==> config.mk <==
export PLATFORM = sky130hd
export DESIGN_NAME = smfm_monitor
export DESIGN_NICKNAME = d
export VERILOG_FILES = /design/src/hw/smfm_monitor.v
export VERILOG_INCLUDE_DIRS = /design/src /design/src/hw
export SDC_FILE = /design/constraint.sdc
export NUM_CORES = 2
export LEC_CHECK = 0
export BUFFER_PORTS_ARGS = -buffer_cell sky130_fd_sc_hd__buf_2
export CAP_MARGIN = 0
export CORE_ASPECT_RATIO = 1.25
export CORE_MARGIN = 1.5
export CORE_UTILIZATION = 51
export CTS_BUF_LIST = sky130_fd_sc_hd__clkbuf_2
export CTS_CLUSTER_SIZE = 28
export DETAILED_ROUTE_END_ITERATION = 8
export HOLD_SLACK_MARGIN = 0.05
export PLACE_DENSITY = 0.71
export SLEW_MARGIN = 20
export SYNTH_ARGS = -nofsm -noshare
export SYNTH_HDL_FRONTEND = slang
export SYNTH_SLANG_ARGS = --single-unit
==> constraint.sdc <==
create_clock -name core_clk -period 11.82 [get_ports core_clk]
set_input_delay 0.591 -clock core_clk [delete_from_list [all_inputs] [get_ports core_clk]]
set_output_delay 0.591 -clock core_clk [all_outputs]
set_load 0.01 [all_outputs]
==> src/hw/smfm_consts.vh <==
/*
  Constants for the servo motion fault monitor: register offsets, field
  positions, reset values and timing counts.
  Assumes inclusion by bare name from the design file.
*/
`ifndef SMFM_CONSTS_VH
`define SMFM_CONSTS_VH

// Register byte offsets
`define SMFM_OFS_CTRL 8'h00
`define SMFM_OFS_STATUS 8'h04
`define SMFM_OFS_MASK 8'h08
`define SMFM_OFS_FAULT 8'h0c
`define SMFM_OFS_OVSPD 8'h10
`define SMFM_OFS_RATED 8'h14
`define SMFM_OFS_FOLLOW 8'h18
`define SMFM_OFS_LIMLO 8'h1c
`define SMFM_OFS_LIMHI 8'h20
`define SMFM_OFS_OLCUR 8'h24
`define SMFM_OFS_OLTIME 8'h28
`define SMFM_OFS_UNLOCK 8'h2c
`define SMFM_OFS_INDEX 8'h30
`define SMFM_OFS_MAP0 8'h40

// Control fields
`define SMFM_CTRL_SWLIM 0
`define SMFM_CTRL_HWLIM 1
`define SMFM_CTRL_FIXLEN 2
`define SMFM_CTRL_HOMED 3
`define SMFM_CTRL_CLEAR 4

// Status bits, one per fault
`define SMFM_NFAULT 9
`define SMFM_BIT_DUP 0
`define SMFM_BIT_OVSPD 1
`define SMFM_BIT_FOLLOW 2
`define SMFM_BIT_TRIG 3
`define SMFM_BIT_HOME 4
`define SMFM_BIT_OVLD 5
`define SMFM_BIT_SWLIM 6
`define SMFM_BIT_HWLIM 7
`define SMFM_BIT_CURVE 8

// Fault codes
`define SMFM_CODE_DUP 8'hc9
`define SMFM_CODE_OVSPD 8'hca
`define SMFM_CODE_FOLLOW 8'hcb
`define SMFM_CODE_TRIG 8'hcc
`define SMFM_CODE_HOME 8'hcd
`define SMFM_CODE_OVLD 8'hce
`define SMFM_CODE_SWLIM 8'hcf
`define SMFM_CODE_HWLIM 8'hd0
`define SMFM_CODE_CURVE 8'hd1

// Input map and functions
`define SMFM_NTERM 16
`define SMFM_FUNC_NONE 8'h00
`define SMFM_FUNC_FIXLEN 8'h28
`define SMFM_UNLOCK_KEY 16'h20e5

// Reset values
`define SMFM_RST_OVSPD 16'h0078
`define SMFM_RST_RATED 16'h0bb8
`define SMFM_RST_FOLLOW 32'h00010000
`define SMFM_RST_LIMLO 32'h80000000
`define SMFM_RST_LIMHI 32'h7fffffff
`define SMFM_RST_OLCUR 16'h0064
`define SMFM_OLTIME_MS 32'd1000
`define SMFM_CLK_KHZ 32'd50000
`define SMFM_RST_OLTIME (`SMFM_OLTIME_MS * `SMFM_CLK_KHZ)

`endif

==> src/hw/smfm_monitor.v <==
/*
  Servo motion fault monitor: compares speed, position and current with
  thresholds, checks the input-function map, latches coded faults.
  Assumes an Avalon-MM master on core_clk and measured values synchronous
  to core_clk, signed where a direction matters.
*/
// Decided for this implementation: the register addresses and register access over Avalon-MM.
`timescale 1ns/100ps
`include "smfm_consts.vh"

// What this block does
// - Flag one input function on two terminals
// - Overspeed when speed percent exceeds threshold
// - Fault when following error exceeds threshold
// - Fixed-length enabled needs a trigger terminal
// - Absolute move before homing raises fault
// - Overload when current stays high too long
// - Software limit: below lower, moving negative
// - Software limit: above upper, moving positive
// - Hardware limit: reverse switch, moving negative
// - Hardware limit: forward switch, moving positive
// - Fault when curve planner fails
module smfm_monitor (
  // Clock and reset
  input wire core_clk,
  input wire resetn,
  // Avalon-MM slave
  input wire [7:0] avmAddress,
  input wire avmRead,
  input wire avmWrite,
  input wire [31:0] avmWriteData,
  input wire [3:0] avmByteEnable,
  output reg [31:0] avmReadData,
  output reg avmWaitRequest,
  // Measurements
  input wire signed [31:0] actualSpeed,
  input wire signed [31:0] commandPosition,
  input wire signed [31:0] actualPosition,
  input wire [15:0] motorCurrent,
  input wire [15:0] ratedCurrent,
  // Switches and events
  input wire forwardLimit,
  input wire reverseLimit,
  input wire absMoveTrigger,
  input wire homingDone,
  input wire planFail,
  // Results
  output reg [7:0] faultCode,
  output reg irq
);

////////////////////////////////////////////////////////////////////////////
reg [4:0] ctrl;
reg [8:0] status;
reg [8:0] mask;
reg [15:0] overspeedPercentThreshold;
reg [15:0] ratedSpeed;
reg [31:0] followingErrorThreshold;
reg signed [31:0] positionLimitLow;
reg signed [31:0] positionLimitHigh;
reg [15:0] overloadCurrentPercent;
reg [31:0] overloadTime;
reg [15:0] offsetUnlock;
reg [31:0] indexPulseOffset;
reg [7:0] inputFunctionNumber [0:`SMFM_NTERM-1];
reg [31:0] overloadCount;
reg homed;
reg ackPend;
reg [8:0] next_event;
reg dupHit;
reg trigHit;
integer i;
integer j;
integer r;
reg [31:0] regWord;

// Merge a write into a word under byte enables
function [31:0] mergeBytes;
  input [31:0] old;
  input [31:0] data;
  input [3:0] be;
  integer k;
  begin
    mergeBytes = old;
    for (k = 0; k < 4; k = k + 1) begin
      if (be[k])
        mergeBytes[k*8 +: 8] = data[k*8 +: 8];
    end
  end
endfunction

// Lowest set status bit selects the visible code
function [7:0] codeOf;
  input [8:0] s;
  begin
    codeOf = 8'h00;
    if (s[`SMFM_BIT_DUP]) codeOf = `SMFM_CODE_DUP;
    else if (s[`SMFM_BIT_OVSPD]) codeOf = `SMFM_CODE_OVSPD;
    else if (s[`SMFM_BIT_FOLLOW]) codeOf = `SMFM_CODE_FOLLOW;
    else if (s[`SMFM_BIT_TRIG]) codeOf = `SMFM_CODE_TRIG;
    else if (s[`SMFM_BIT_HOME]) codeOf = `SMFM_CODE_HOME;
    else if (s[`SMFM_BIT_OVLD]) codeOf = `SMFM_CODE_OVLD;
    else if (s[`SMFM_BIT_SWLIM]) codeOf = `SMFM_CODE_SWLIM;
    else if (s[`SMFM_BIT_HWLIM]) codeOf = `SMFM_CODE_HWLIM;
    else if (s[`SMFM_BIT_CURVE]) codeOf = `SMFM_CODE_CURVE;
  end
endfunction

// Input-map window: one word per terminal, low byte used
function isMap;
  input [7:0] a;
  begin
    isMap = a >= `SMFM_OFS_MAP0 && a < `SMFM_OFS_MAP0 + 8'h40;
  end
endfunction

////////////////////////////////////////////////////////////////////////////
// Fault detection
wire [31:0] speedMag = actualSpeed[31] ? -actualSpeed : actualSpeed;
wire signed [32:0] posDiff = {commandPosition[31], commandPosition} -
  {actualPosition[31], actualPosition};
wire [32:0] posErr = posDiff[32] ? -posDiff : posDiff;
// Products avoid a divider; 48 bits hold both sides without overflow
wire [47:0] speedLhs = {16'h0000, speedMag} * 48'd100;
wire [47:0] speedRhs = {32'h00000000, ratedSpeed} *
  {32'h00000000, overspeedPercentThreshold};
wire [31:0] curLhs = {16'h0000, motorCurrent} * 32'd100;
wire [31:0] curRhs = {16'h0000, ratedCurrent} *
  {16'h0000, overloadCurrentPercent};
wire overCurrent = curLhs > curRhs;

always @* begin
  dupHit = 1'b0;
  trigHit = 1'b0;
  for (i = 0; i < `SMFM_NTERM; i = i + 1) begin
    if (inputFunctionNumber[i] == `SMFM_FUNC_FIXLEN)
      trigHit = 1'b1;
    for (j = i + 1; j < `SMFM_NTERM; j = j + 1) begin
      if (inputFunctionNumber[i] != `SMFM_FUNC_NONE &&
          inputFunctionNumber[i] == inputFunctionNumber[j])
        dupHit = 1'b1;
    end
  end
  next_event = 9'h000;
  next_event[`SMFM_BIT_DUP] = dupHit;
  next_event[`SMFM_BIT_OVSPD] = speedLhs > speedRhs;
  next_event[`SMFM_BIT_FOLLOW] =
    posErr > {1'b0, followingErrorThreshold};
  next_event[`SMFM_BIT_TRIG] = ctrl[`SMFM_CTRL_FIXLEN] & ~trigHit;
  next_event[`SMFM_BIT_HOME] = absMoveTrigger & ~homed;
  next_event[`SMFM_BIT_OVLD] = overCurrent &&
    overloadCount >= overloadTime;
  next_event[`SMFM_BIT_SWLIM] = ctrl[`SMFM_CTRL_SWLIM] &&
    ((actualPosition < positionLimitLow && actualSpeed < 0) ||
     (actualPosition > positionLimitHigh && actualSpeed > 0));
  next_event[`SMFM_BIT_HWLIM] = ctrl[`SMFM_CTRL_HWLIM] &&
    ((reverseLimit && actualSpeed < 0) ||
     (forwardLimit && actualSpeed > 0));
  next_event[`SMFM_BIT_CURVE] = planFail;
end

// Time over the overload current threshold; any dip restarts the count
always @(posedge core_clk) begin
  if (!resetn)
    overloadCount <= 32'h00000000;
  else if (!overCurrent)
    overloadCount <= 32'h00000000;
  else if (overloadCount < overloadTime)
    overloadCount <= overloadCount + 32'h00000001;
end

// Homing memory
always @(posedge core_clk) begin
  if (!resetn)
    homed <= 1'b0;
  else if (homingDone)
    homed <= 1'b1;
end

////////////////////////////////////////////////////////////////////////////
// Register bus: one wait cycle, then the answer
wire avmHit = (avmRead | avmWrite) & ~ackPend;
wire wrNow = avmWrite & ackPend;
wire clearReq = wrNow && avmAddress == `SMFM_OFS_CTRL &&
  avmByteEnable[0] && avmWriteData[`SMFM_CTRL_CLEAR];
// Write one to clear; bit 8 rides in the second byte lane
wire [8:0] w1c = (wrNow && avmAddress == `SMFM_OFS_STATUS) ?
  {avmByteEnable[1] & avmWriteData[8],
   avmWriteData[7:0] & {8{avmByteEnable[0]}}} : 9'h000;
wire [31:0] mergedWord = mergeBytes(regWord, avmWriteData, avmByteEnable);

// Addressed register as software sees it; the read path and the write
// merge share this decode, so a partial write keeps the other lanes
always @* begin
  regWord = 32'h00000000;
  if (isMap(avmAddress))
    regWord = {24'h000000, inputFunctionNumber[avmAddress[5:2]]};
  else begin
    case (avmAddress)
      `SMFM_OFS_CTRL: regWord = {27'h0, ctrl};
      `SMFM_OFS_STATUS: regWord = {23'h0, status};
      `SMFM_OFS_MASK: regWord = {23'h0, mask};
      `SMFM_OFS_FAULT: regWord = {24'h0, faultCode};
      `SMFM_OFS_OVSPD: regWord = {16'h0, overspeedPercentThreshold};
      `SMFM_OFS_RATED: regWord = {16'h0, ratedSpeed};
      `SMFM_OFS_FOLLOW: regWord = followingErrorThreshold;
      `SMFM_OFS_LIMLO: regWord = positionLimitLow;
      `SMFM_OFS_LIMHI: regWord = positionLimitHigh;
      `SMFM_OFS_OLCUR: regWord = {16'h0, overloadCurrentPercent};
      `SMFM_OFS_OLTIME: regWord = overloadTime;
      `SMFM_OFS_UNLOCK: regWord = {16'h0, offsetUnlock};
      `SMFM_OFS_INDEX: regWord = indexPulseOffset;
      default: regWord = 32'h00000000;
    endcase
  end
end

always @(posedge core_clk) begin
  if (!resetn) begin
    ackPend <= 1'b0;
    avmWaitRequest <= 1'b1;
    avmReadData <= 32'h00000000;
  end else begin
    ackPend <= avmHit;
    avmWaitRequest <= ~avmHit;
    avmReadData <= 32'h00000000;
    if (avmHit && avmRead)
      avmReadData <= regWord;
  end
end

always @(posedge core_clk) begin
  if (!resetn) begin
    ctrl <= 5'h00;
    mask <= 9'h000;
    overspeedPercentThreshold <= `SMFM_RST_OVSPD;
    ratedSpeed <= `SMFM_RST_RATED;
    followingErrorThreshold <= `SMFM_RST_FOLLOW;
    positionLimitLow <= `SMFM_RST_LIMLO;
    positionLimitHigh <= `SMFM_RST_LIMHI;
    overloadCurrentPercent <= `SMFM_RST_OLCUR;
    overloadTime <= `SMFM_RST_OLTIME;
    offsetUnlock <= 16'h0000;
    indexPulseOffset <= 32'h00000000;
    for (r = 0; r < `SMFM_NTERM; r = r + 1)
      inputFunctionNumber[r] <= `SMFM_FUNC_NONE;
  end else begin
    ctrl[`SMFM_CTRL_CLEAR] <= 1'b0;
    if (wrNow) begin
      if (isMap(avmAddress)) begin
        if (avmByteEnable[0])
          inputFunctionNumber[avmAddress[5:2]] <= avmWriteData[7:0];
      end else begin
        case (avmAddress)
          `SMFM_OFS_CTRL:
            if (avmByteEnable[0])
              ctrl[3:0] <= avmWriteData[3:0];
          `SMFM_OFS_MASK:
            mask <= mergedWord[8:0];
          `SMFM_OFS_OVSPD:
            overspeedPercentThreshold <= mergedWord[15:0];
          `SMFM_OFS_RATED:
            ratedSpeed <= mergedWord[15:0];
          `SMFM_OFS_FOLLOW:
            followingErrorThreshold <= mergedWord;
          `SMFM_OFS_LIMLO:
            positionLimitLow <= mergedWord;
          `SMFM_OFS_LIMHI:
            positionLimitHigh <= mergedWord;
          `SMFM_OFS_OLCUR:
            overloadCurrentPercent <= mergedWord[15:0];
          `SMFM_OFS_OLTIME:
            overloadTime <= mergedWord;
          `SMFM_OFS_UNLOCK:
            offsetUnlock <= mergedWord[15:0];
          `SMFM_OFS_INDEX:
            // Guarded so a stray write cannot shift commutation
            if (offsetUnlock == `SMFM_UNLOCK_KEY)
              indexPulseOffset <= mergedWord;
          default: ;
        endcase
      end
    end
  end
end

////////////////////////////////////////////////////////////////////////////
// Fault latch: a new event wins over clear in the same cycle
always @(posedge core_clk) begin
  if (!resetn) begin
    status <= 9'h000;
    faultCode <= 8'h00;
    irq <= 1'b0;
  end else begin
    status <= ((clearReq ? 9'h000 : status) & ~w1c) | next_event;
    faultCode <= codeOf(((clearReq ? 9'h000 : status) & ~w1c) |
      next_event);
    irq <= |((((clearReq ? 9'h000 : status) & ~w1c) | next_event) & mask);
  end
end

endmodule // smfm_monitor

==> flow_summary.toml <==
[cts]
cts_tree = "built"
worstSkewPairLatency_ns = 1.25
cts_num_sinks = 448
cts_max_path_buffers = 3
cts_made_buffers = 113
cts_resized = 0
cts.htree.levels = 3
clk_pin_slew_ns = 0.10
clock-root-buffer = "clkbuf_2"
cts_setup_buffers = 0

[worst_setup_path]
path_class = "flop to flop"
cpPeakStageDelay_ns = 0.90
reg2reg_depth = 35
r2r_start = "overloadCurrentPercent[6]"
cpMaxStageDelayCell = "nor4_2"
start_kind = "flop"
path_common_cell = "fa_1"
arrival_ns = 11.20
worstReg2RegEnd = "irq"
worstPathRequired_ns = 12.94
crit_end = "irq"
cp_max_fo = 33
setup.worst_path.start = "overloadCurrentPercent[6]"
critPathCaptureType = "flop"
r2r_slack_ns = 1.75

[logic_synthesis]
synth.net_count = 8425
yosysSeqAreaShare = 0.171
ys_types = 91
yosysTopAreaCell = "fa_1"
synth_top_family_by_area = "adder cells"
ys_ff_latch = 448
yosysTopAreaCellShare = 0.142
ys_warn_count = 0
synthSimpleGateAreaFrac = 0.181
synth_xor_area_frac = 0.168
synth-adder-area-share = 0.262
syn_area_sq_mm = 0.0601
avgSynthCellArea_sq_um = 8.30
synth_compound_area_frac = 0.109
async_flop_share = 0
synth-main-ff-cell = "dfxtp_1"
synth.area.top_cells = "fa_1 14%, ha_1 12%, dfxtp_1 11%, xor2_1 8.8%, xnor2_1 8.0%"
synthCells = 7244
synth-edff-count = 128
synthMuxAreaShare = 0.0265

[place]
place_area_sq_mm = 0.0623
place.gp.congestion = 0.994
io_buffer_count = 221
dp_cells = 8654
hpwl_mm = 145

[power_and_ir_drop]
vdd_drop_max_mv = 0.0725
p_leak_nw = 29.2
p_per_area_mw_per_mm2 = 84.7

[sta]
fin_crit_sh = 0.852
min_period_ns = 10.07
rsz0062_at_grt = "no"
worstMarginPinSlew_ns = 1.23
hold_viol = 0
fin_tns_setup_ns = 0
slew_headroom = 0.181
slew_viol_final = 0
max_freq_mhz = 99.3
fin_skew_ns = 0.123
finalSetupViolCount = 0

[routing]
dr_total_vias = 54600
routed_wl_mm = 202
drt_pass1_iterations = 9
ant_nets = 0
routedWlPerCell_um = 22.7
drc = 37
vias_per_cell = 6.12
drt_iter0_markers = 5817

[global_routing]
overflow = 0
grt_pass1_vias = 54600
grt_use_total = 0.334
grt_first_pass_wirelength_mm = 312
grt_antenna_before_repair = 12
grt_max_degree = 121

[cells_and_area]
fin_nets = 8438
layout_commonest_cell = "nand2_1"
postLayoutCellArea_sq_mm = 0.0639
drive_gt1_frac = 0.0883
syn2layout_area_growth_pct = 6.37
final_cells = 8920
fill_cells = 10900
layout_common_cells = "801 x nand2_1, 767 x inv_1, 605 x xor2_1, 573 x ha_1, 549 x xnor2_1"

[die]
num_rows = 140
die_h_um = 387
ios = 223
fp.dieArea_sq_mm = 0.120
core_area_sq_mm = 0.117
fp.dieW_um = 310
start_util = 0.515

[flow_run]
cap_violations = 0

[run_status]
violations = "design-rule violations"
status = "finished, violations left"

[min_path]
hold_path.class = "input port to flop"
## state kept, by name, indices dropped and copies added, names as in the netlist, 32 cells and up
name,cells
followingErrorThreshold,32
positionLimitLow,32
positionLimitHigh,32
indexPulseOffset,32
inputFunctionNumber,128
avmReadData,32
overloadTime,32
overloadCount,32
## critical path: cells and delay by family, from the launching register on
family / cells / cell delay (ns)
flops: 1 / 0.80
simple gates: 8 / 2.45
xor+xnor: 1 / 0.11
buf+inv: 5 / 0.26
compound gates: 13 / 2.64
fa+ha+maj: 8 / 3.77
## metrics by stage
step	power, mW	hold slack [ns]	util	setup slack, ns
after detailed placement	4.26	0.465	0.534	1.60
final	5.42	0.131	0.548	1.75
after global placement	4.18	0.451	0.534	1.39
after floorplan	3.60	0.433	-	3.40
after CTS	5.39	0.0505	0.547	1.66
after global routing	5.81	0.0878	0.548	1.11
## synth_stat cells, types with 102 or more instances
cell type	instances
nand4_1	177
clkbuf_1	384
xor2_1	605
nor3_1	102
dfxtp_1	320
edfxtp_1	128
fa_1	427
inv_1	767
nand3_1	116
and2_1	265
a21oi_1	358
nand2_1	803
xnor2_1	549
o21ai_0	135
nor4_1	174
ha_1	573
nor2_1	399
## power breakdown
part | internal [mW] | switching, mW
Clock | 0.459 | 0.682
Sequential | 1.60 | 0.0345
Combinational | 1.08 | 1.57
## worst min path at each step
stage	start	to	slack, ns	depth (start not counted)
2_1_floorplan	homed	homed	0.43	2
3_3_place_gp	mask[6]	mask[6]	0.45	2
3_5_place_dp	positionLimitLow[7]	positionLimitLow[7]	0.47	2
4_1_cts	avmWriteData[9]	followingErrorThreshold[9]	0.05	5
5_1_grt	avmWriteData[9]	ratedSpeed[9]	0.09	3
6_report	homingDone	homed	0.13	4
## kinds of logic after synthesis
group                    count (synthesis)
flip-flops                             448
AND/OR/NAND/NOR                       2238
other                                    1
adder cells (fa/ha/maj)               1000
multiplexers                           108
buffers and inverters                 1295
XOR/XNOR                              1155
AO/OA/AOI/OAI                          999
## layer usage
layer  share of wire  track usage  vias to the layer above
met4           0.068        0.193                        4
met5         0.00013            0                        -
met1            0.37        0.411                    26100
met3            0.11       0.0785                      943
li1                -            -                    24200
met2            0.45        0.530                     3281
## cell type report
type / instances / area [sq um] / share of cell area
flip-flops and latches: 448 / 10200 / 0.160
diodes: 10 / 25.0 / 0.000391
clock inverters: 32 / 219 / 0.00342
inverters: 771 / 2900 / 0.0453
multi-input cells: 5501 / 44900 / 0.703
repair buffers: 422 / 2770 / 0.0433
well taps: 1562 / 1950 / 0.0306
clock buffers: 174 / 871 / 0.0136
## repair_timing
item / in CTS / in global routing
endpoints found under the setup margin: 0 / 0
hold endpoints to repair: 198 / 3
hold buffers: 46 / 1
(Power assumes the default switching activity.)
